## src/logic/levpwm_params.svh

```systemverilog
/*
  Constants for the levitation PWM controller with watchdog.
  Assumes a 125 MHz clock; included by bare name from the design files.
*/
`ifndef LEVPWM_PARAMS_SVH
`define LEVPWM_PARAMS_SVH

// ***************************************************
// Timing
// ***************************************************
`define LEVPWM_CLK_HZ 125000000
`define LEVPWM_HOLD_MS 500
`define LEVPWM_STARTUP_MS 500
`define LEVPWM_HOLD_CYCLES ((`LEVPWM_CLK_HZ / 1000) * `LEVPWM_HOLD_MS)
`define LEVPWM_STARTUP_CYCLES ((`LEVPWM_CLK_HZ / 1000) * `LEVPWM_STARTUP_MS)
`define LEVPWM_PULSE_LIMIT_CYCLES 8000

// ***************************************************
// Widths
// ***************************************************
`define LEVPWM_SAMPLE_W 8
`define LEVPWM_TIMER_W 32

// ***************************************************
// Reset values
// ***************************************************
`define LEVPWM_STATUS_RESET 4'h1

`endif

```

## src/logic/levpwm_pkg.sv

```systemverilog
/*
  Types shared by the levitation PWM controller.
  Assumes levpwm_params.svh is on the include path.
*/
`include "levpwm_params.svh"

package levpwm_pkg;

  typedef enum logic [2:0] {
    LEVPWM_STARTUP = 3'b001,
    LEVPWM_RUN = 3'b010,
    LEVPWM_SHUTDOWN = 3'b100
  } levpwm_state_t;

  typedef struct packed {
    logic coil_pwm_output;
    logic drive_enabled;
    logic shutdown_latch;
    logic startup_blank;
  } levpwm_status_t;

endpackage : levpwm_pkg

```

## src/logic/levpwm_top.sv

```systemverilog
/*
  Levitation coil PWM controller with a missing-magnet watchdog.
  Assumes a converted sensor sample and a comparator level, both synchronous to clk.
*/
`timescale 1ns/1ps
`include "levpwm_params.svh"

module levpwm_top #(
  parameter int SAMPLE_W = `LEVPWM_SAMPLE_W,
  parameter int unsigned PULSE_LIMIT_CYCLES = `LEVPWM_PULSE_LIMIT_CYCLES,
  parameter int unsigned HOLD_CYCLES = `LEVPWM_HOLD_CYCLES,
  parameter int unsigned STARTUP_CYCLES = `LEVPWM_STARTUP_CYCLES
) (
  input wire logic clk,
  input wire logic resetn,
  input wire logic ce,
  input wire logic [SAMPLE_W-1:0] sensor_sample,
  input wire logic sensor_below_threshold,
  output logic coil_pwm_output,
  output levpwm_pkg::levpwm_status_t status
);
  import levpwm_pkg::*;

  // ***************************************************
  // PWM generator
  // ***************************************************
  logic duty_compare;

  levpwm_ramp #(
    .SAMPLE_W(SAMPLE_W)
  ) u_ramp (
    .clk(clk),
    .resetn(resetn),
    .ce(ce),
    .sample(sensor_sample),
    .duty_compare(duty_compare)
  );

  // ***************************************************
  // Watchdog state
  // ***************************************************
  levpwm_state_t state;
  levpwm_state_t next_state;
  logic [`LEVPWM_TIMER_W-1:0] timer;
  logic [`LEVPWM_TIMER_W-1:0] next_timer;
  logic [`LEVPWM_TIMER_W-1:0] pulse_width;
  logic [`LEVPWM_TIMER_W-1:0] next_pulse_width;
  logic pulse_edge_flop;
  logic next_pulse_edge_flop;
  logic pulse_over_limit;
  logic hold_done;
  logic startup_done;
  logic next_coil;
  levpwm_status_t next_status;

  localparam logic [`LEVPWM_TIMER_W-1:0] PULSE_LIMIT = PULSE_LIMIT_CYCLES[`LEVPWM_TIMER_W-1:0];
  localparam logic [`LEVPWM_TIMER_W-1:0] HOLD_LAST = HOLD_CYCLES[`LEVPWM_TIMER_W-1:0] - 1'b1;
  localparam logic [`LEVPWM_TIMER_W-1:0] START_LAST =
    STARTUP_CYCLES[`LEVPWM_TIMER_W-1:0] - 1'b1;

  // ***************************************************
  // Helpers
  // ***************************************************
  // Timers never wrap: every caller stops or clears them at their end value
  function automatic logic [`LEVPWM_TIMER_W-1:0] timer_step(
    input logic [`LEVPWM_TIMER_W-1:0] value
  );
    return value + {{(`LEVPWM_TIMER_W-1){1'b0}}, 1'b1};
  endfunction : timer_step

  function automatic logic state_is_run(
    input levpwm_state_t value
  );
    return value == LEVPWM_RUN;
  endfunction : state_is_run

  function automatic logic state_is_shutdown(
    input levpwm_state_t value
  );
    return value == LEVPWM_SHUTDOWN;
  endfunction : state_is_shutdown

  function automatic logic state_is_startup(
    input levpwm_state_t value
  );
    return value == LEVPWM_STARTUP;
  endfunction : state_is_startup

  // ***************************************************
  // Pulse width watch
  // ***************************************************
  assign pulse_over_limit = (pulse_width == PULSE_LIMIT);

  always_comb
  begin
    next_pulse_edge_flop = duty_compare;
    next_pulse_width = pulse_width;
    // Width is measured on the raw comparator so a stuck-high pulse is caught
    if (!duty_compare)
    begin
      next_pulse_width = '0;
    end
    else if (!pulse_edge_flop)
    begin
      // Rising edge of a pulse starts a fresh count
      next_pulse_width = {{(`LEVPWM_TIMER_W-1){1'b0}}, 1'b1};
    end
    else if (!pulse_over_limit)
    begin
      next_pulse_width = timer_step(pulse_width);
    end
  end

  always_ff @(posedge clk)
  begin
    if (!resetn)
    begin
      pulse_width <= '0;
      pulse_edge_flop <= 1'b0;
    end
    else if (ce)
    begin
      pulse_width <= next_pulse_width;
      pulse_edge_flop <= next_pulse_edge_flop;
    end
  end

  // ***************************************************
  // Watchdog sequencing
  // ***************************************************
  assign hold_done = (timer == HOLD_LAST);
  assign startup_done = (timer == START_LAST);

  always_comb
  begin
    next_state = state;
    next_timer = timer;
    unique case (state)
      LEVPWM_STARTUP:
      begin
        // Blanking counts from reset release, whatever the sensor shows
        if (startup_done)
        begin
          next_state = LEVPWM_RUN;
          next_timer = '0;
        end
        else
        begin
          next_timer = timer_step(timer);
        end
      end
      LEVPWM_RUN:
      begin
        next_timer = '0;
        if (duty_compare && pulse_over_limit)
        begin
          next_state = LEVPWM_SHUTDOWN;
        end
      end
      LEVPWM_SHUTDOWN:
      begin
        // Any break in the comparator restarts the half second
        if (!sensor_below_threshold)
        begin
          next_timer = '0;
        end
        else if (hold_done)
        begin
          next_state = LEVPWM_RUN;
          next_timer = '0;
        end
        else
        begin
          next_timer = timer_step(timer);
        end
      end
      default:
      begin
        // An upset state code fails safe with the drive off
        next_state = LEVPWM_SHUTDOWN;
        next_timer = '0;
      end
    endcase
  end

  always_ff @(posedge clk)
  begin
    if (!resetn)
    begin
      state <= LEVPWM_STARTUP;
      timer <= '0;
    end
    else if (ce)
    begin
      state <= next_state;
      timer <= next_timer;
    end
  end

  // ***************************************************
  // Coil drive and status
  // ***************************************************
  always_comb
  begin
    // Run is needed on both sides of the edge, so the entry cycle stays low
    next_coil = duty_compare && state_is_run(next_state) && state_is_run(state);
    next_status.coil_pwm_output = next_coil;
    next_status.drive_enabled = state_is_run(next_state);
    next_status.shutdown_latch = state_is_shutdown(next_state);
    next_status.startup_blank = state_is_startup(next_state);
  end

  always_ff @(posedge clk)
  begin
    if (!resetn)
    begin
      coil_pwm_output <= 1'b0;
      status <= `LEVPWM_STATUS_RESET;
    end
    else if (ce)
    begin
      coil_pwm_output <= next_coil;
      status <= next_status;
    end
  end

endmodule : levpwm_top

```

## src/logic/levpwm_ramp.sv

```systemverilog
/*
  Free running PWM ramp counter with a digital duty comparator.
  Assumes the sample input is synchronous to clk.
*/
`timescale 1ns/1ps
`include "levpwm_params.svh"

module levpwm_ramp #(
  parameter int SAMPLE_W = `LEVPWM_SAMPLE_W
) (
  input wire logic clk,
  input wire logic resetn,
  input wire logic ce,
  input wire logic [SAMPLE_W-1:0] sample,
  output logic duty_compare
);
  import levpwm_pkg::*;

  logic [SAMPLE_W-1:0] pwm_ramp_counter;
  logic [SAMPLE_W-1:0] next_counter;
  logic next_compare;

  always_comb
  begin
    next_counter = pwm_ramp_counter + {{(SAMPLE_W-1){1'b0}}, 1'b1};
    // Full scale compares high on every step, so max input gives full on
    next_compare = (pwm_ramp_counter < sample) || (&sample);
  end

  always_ff @(posedge clk)
  begin
    if (!resetn)
    begin
      pwm_ramp_counter <= '0;
      duty_compare <= 1'b0;
    end
    else if (ce)
    begin
      pwm_ramp_counter <= next_counter;
      duty_compare <= next_compare;
    end
  end

endmodule : levpwm_ramp

```

## config.mk

```make
export PLATFORM = sky130hd
export DESIGN_NAME = levpwm_top
export DESIGN_NICKNAME = d
export VERILOG_FILES = /design/src/logic/levpwm_pkg.sv /design/src/logic/levpwm_top.sv /design/src/logic/levpwm_ramp.sv
export VERILOG_INCLUDE_DIRS = /design/src /design/src/logic
export SDC_FILE = /design/constraint.sdc
export NUM_CORES = 1
export LEC_CHECK = 0
export BUFFER_PORTS_ARGS = -buffer_cell sky130_fd_sc_hd__buf_2
export CORE_AREA = 2 2 109 111
export CTS_CLUSTER_SIZE = 14
export DETAILED_ROUTE_END_ITERATION = 10
export DIE_AREA = 0 0 111 113
export PLACE_DENSITY_LB_ADDON = 0.15
export REMOVE_ABC_BUFFERS = 1
export SLEW_MARGIN = 20
export SYNTH_ARGS = -nofsm -noshare
export SYNTH_HDL_FRONTEND = slang
export SYNTH_SLANG_ARGS = --single-unit
```

## constraint.sdc

```tcl
create_clock -name clk -period 2.7 [get_ports clk]
set_clock_uncertainty 0.1 [all_clocks]
set_input_delay 0 -clock clk [delete_from_list [all_inputs] [get_ports clk]]
set_output_delay 0 -clock clk [all_outputs]
set_load 0.02 [all_outputs]
```

==> results.json <==
{
  "ys.flop_type": "dfxtp_1",
  "synth.area.top_cells": "dfxtp_1 40%, xor2_1 6.8%, nor2_1 6.6%, xnor2_1 4.6%, nand3_1 4.0%",
  "synthArstFlopShare": 0,
  "max-slew-margin-rel": 0.654,
  "floorplan.io_pins": 17,
  "detail_route.vias_per_cell": 5.31,
  "layout.cell_area.non_filler_mm2": 0.00461,
  "worstSkewPairLatency_ns": 0.34,
  "period_share": 0.804,
  "drt_drc_violations_left": 0,
  "synth_area_per_cell_um2": 8.27,
  "cp-end-kind": "flop",
  "cts_post_setup_buffers_inserted": 0,
  "worst-setup-path-type": "flop to flop",
  "groute.usage.overall": 0.151,
  "placeableCoreArea_mm2": 0.0113,
  "fmax_mhz": 460,
  "synthDominantAreaCellType": "dfxtp_1",
  "vias_in_the_first_global_route": 3415,
  "synth_enable_flop_cells": 0,
  "r2r_slack_ns": 0.53,
  "route.detailed.wl_per_inst_um": 13.6,
  "final_max_slew_viol_count": 0,
  "synth_cell_type_count": 46,
  "report.final.setup_viol": 0,
  "cts_buffer_depth": 2,
  "drtIter0Drc": 153,
  "start_util": 0.356,
  "synth_most_common_cell": "dfxtp_1",
  "finalWirelength_um": 8930,
  "groute.layer.met2.usage": 0.242,
  "unrepaired_setup_endpoints_after_global_routing": "false",
  "drt_first_pass_iters": 4,
  "power.density_cell_area_mw_per_mm2": 568,
  "grt_antenna_before_repair": 0,
  "result_of_the_run": "complete, no violations",
  "hold_violations": 0,
  "gr-total-overflow": 0,
  "clk_pin_slew_worst_paths_ns": 0.06,
  "grtUsageMet1": 0.203,
  "worstReg2RegEnd": "pulse_width[30]",
  "cts_htree_levels": 3,
  "final_layout_size_suffix_gt1_frac": 0.0918,
  "synth_cells": 486,
  "setup-tns-final_ns": 0,
  "cts-hold-fix-buffers": 2,
  "hold_path.class": "input port to flop",
  "largest_net_degree_at_the_start_of_global_routing": 31,
  "timing.critical_path.from": "pulse_width[0]",
  "utilization": 0.409,
  "syn_area_mm2": 0.00402,
  "most_used_standard_cells_in_the_synthesized_netlist": "81 x dfxtp_1, 71 x nor2_1, 36 x nand2_1",
  "yosys_register_bits": 81,
  "globalplace.congestion": 0.793,
  "tritoncts": "done",
  "critical_path.startpoint_type": "flop",
  "postRouteAntennaNets": 0,
  "core.rowCount": 39,
  "grt-busiest-layer": "met2",
  "grt_util_met3": 0.0284,
  "cts.root.buffer_cell": "clkbuf_16",
  "drv.max_cap_violation_count": 0,
  "synth_seq_area_share": 0.404,
  "cts-resized-gates": 0,
  "r2r.worst_path.cells": 6,
  "cts_buffers": 9,
  "post-dp-hpwl_um": 6280,
  "global_route_wire_length_before_repair_um": 15900,
  "cp_data_required_time_ns": 2.87,
  "die-area_mm2": 0.0125,
  "placed_area_mm2": 0.00429,
  "finish.net_count": 532,
  "vias": 3475,
  "port-buffer-count": 16,
  "insertedDiodeCount": 0,
  "p_leak_nw": 1.64,
  "vdd_drop_max_mv": 0.359,
  "r2r-start": "pulse_width[0]",
  "die_y_um": 113,
  "clock_sinks": 81,
  "die_w_um": 111,
  "worstSetupEndpoint": "pulse_width[30]",
  "synth_top_area_share": 0.404,
  "crit_fanout": 6,
  "critPathArrivalTime_ns": 2.34,
  "yosysWarningCount": 0,
  "syn2layout_area_growth_pct": 14.8,
  "worst_slew_pin_tran_ns": 0.513,
  "instance_count_along_the_most_critical_hold_path": 5,
  "period_minus_slack_ns": 2.17
}
[report_power, final]
group	switching (mW)	internal [mW]
clock network	0.465	0.796
logic	0.0805	0.0517
registers	0.0165	1.21
total	0.561	2.06
[cells by family after synthesis]
kind of cell | after synthesis | share of synthesized area
xor+xnor | 52 | 0.113
mux | 3 | 0.00747
fa+ha+maj | 11 | 0.0343
simple gates | 245 | 0.319
compound gates | 54 | 0.0828
flops | 81 | 0.404
buf+inv | 40 | 0.0396
[worst min path at each step]
| stage | to | from | slack (ns) |
|---|---|---|---|
| after floorplan | status[0] | ce | 0.01 |
| after global placement | state[2] | resetn | 0.28 |
| after detailed placement | state[2] | resetn | 0.28 |
| after CTS | u_ramp.duty_compare | sensor_sample[7] | 0.03 |
| after global routing | u_ramp.duty_compare | sensor_sample[7] | 0.13 |
| final | u_ramp.duty_compare | sensor_sample[7] | 0.03 |
[placed cells by master (no fill, tap or decap), types with 6 or more instances in the layout]
cell	Yosys	layout
o21ai_0	14	14
or4_1	6	6
nand4_1	22	22
buf_2	4	16
inv_1	21	21
nor4b_1	7	7
nor3_1	17	17
xnor2_1	21	21
clkbuf_16	0	9
nor4_1	10	10
buf_4	1	12
or3_1	7	7
xor2_1	31	31
and4_1	6	6
nor2_1	71	71
dfxtp_1	81	81
nand2_1	36	36
and3_1	10	10
ha_1	11	11
nand3_1	32	32
a21oi_1	18	18
[stage by stage]
step	cells	worst slack, ns	total power [mW]	hold slack, ns
after floorplan	468	0.140	1.33	0.0110
after global placement	639	0.544	1.38	0.282
after detailed placement	639	0.546	1.39	0.283
after CTS	655	0.538	2.65	0.0319
after global routing	655	0.365	2.72	0.131
final	655	0.528	2.62	0.0343
[registers in the layout, summed over array words and instances (netlist names)]
signal	cells
status	4
u_ramp.duty_compare	1
pulse_edge_flop	1
timer	32
u_ramp.pwm_ramp_counter	8
state	3
pulse_width	32
[worst max-delay path: stages (launching register included)]
cell and delay (ns):
dfxtp_1 0.40, ha_1 0.23, nand3_1 0.08, or3_1 0.33
or2_1 0.31, or4_1 0.51, a21oi_1 0.15
[metal layers]
layer / part of all wire / routed length (um)
met1: 0.51 / 4510
met2: 0.45 / 4060
met3: 0.028 / 249
met4: 0.013 / 112
met5: 0 / 0
[cell type report]
class                           count  area, um2
Fill cell                        1158       6660
Multi-Input combinational cell    365       2240
Sequential cell                    81       1620
Clock buffer                       10        229
Timing Repair Buffer               30        190
Tap cell                          143        179
Inverter                           22       82.6
Clock inverter                      4       70.1
Power figures use the tool's default switching activity.
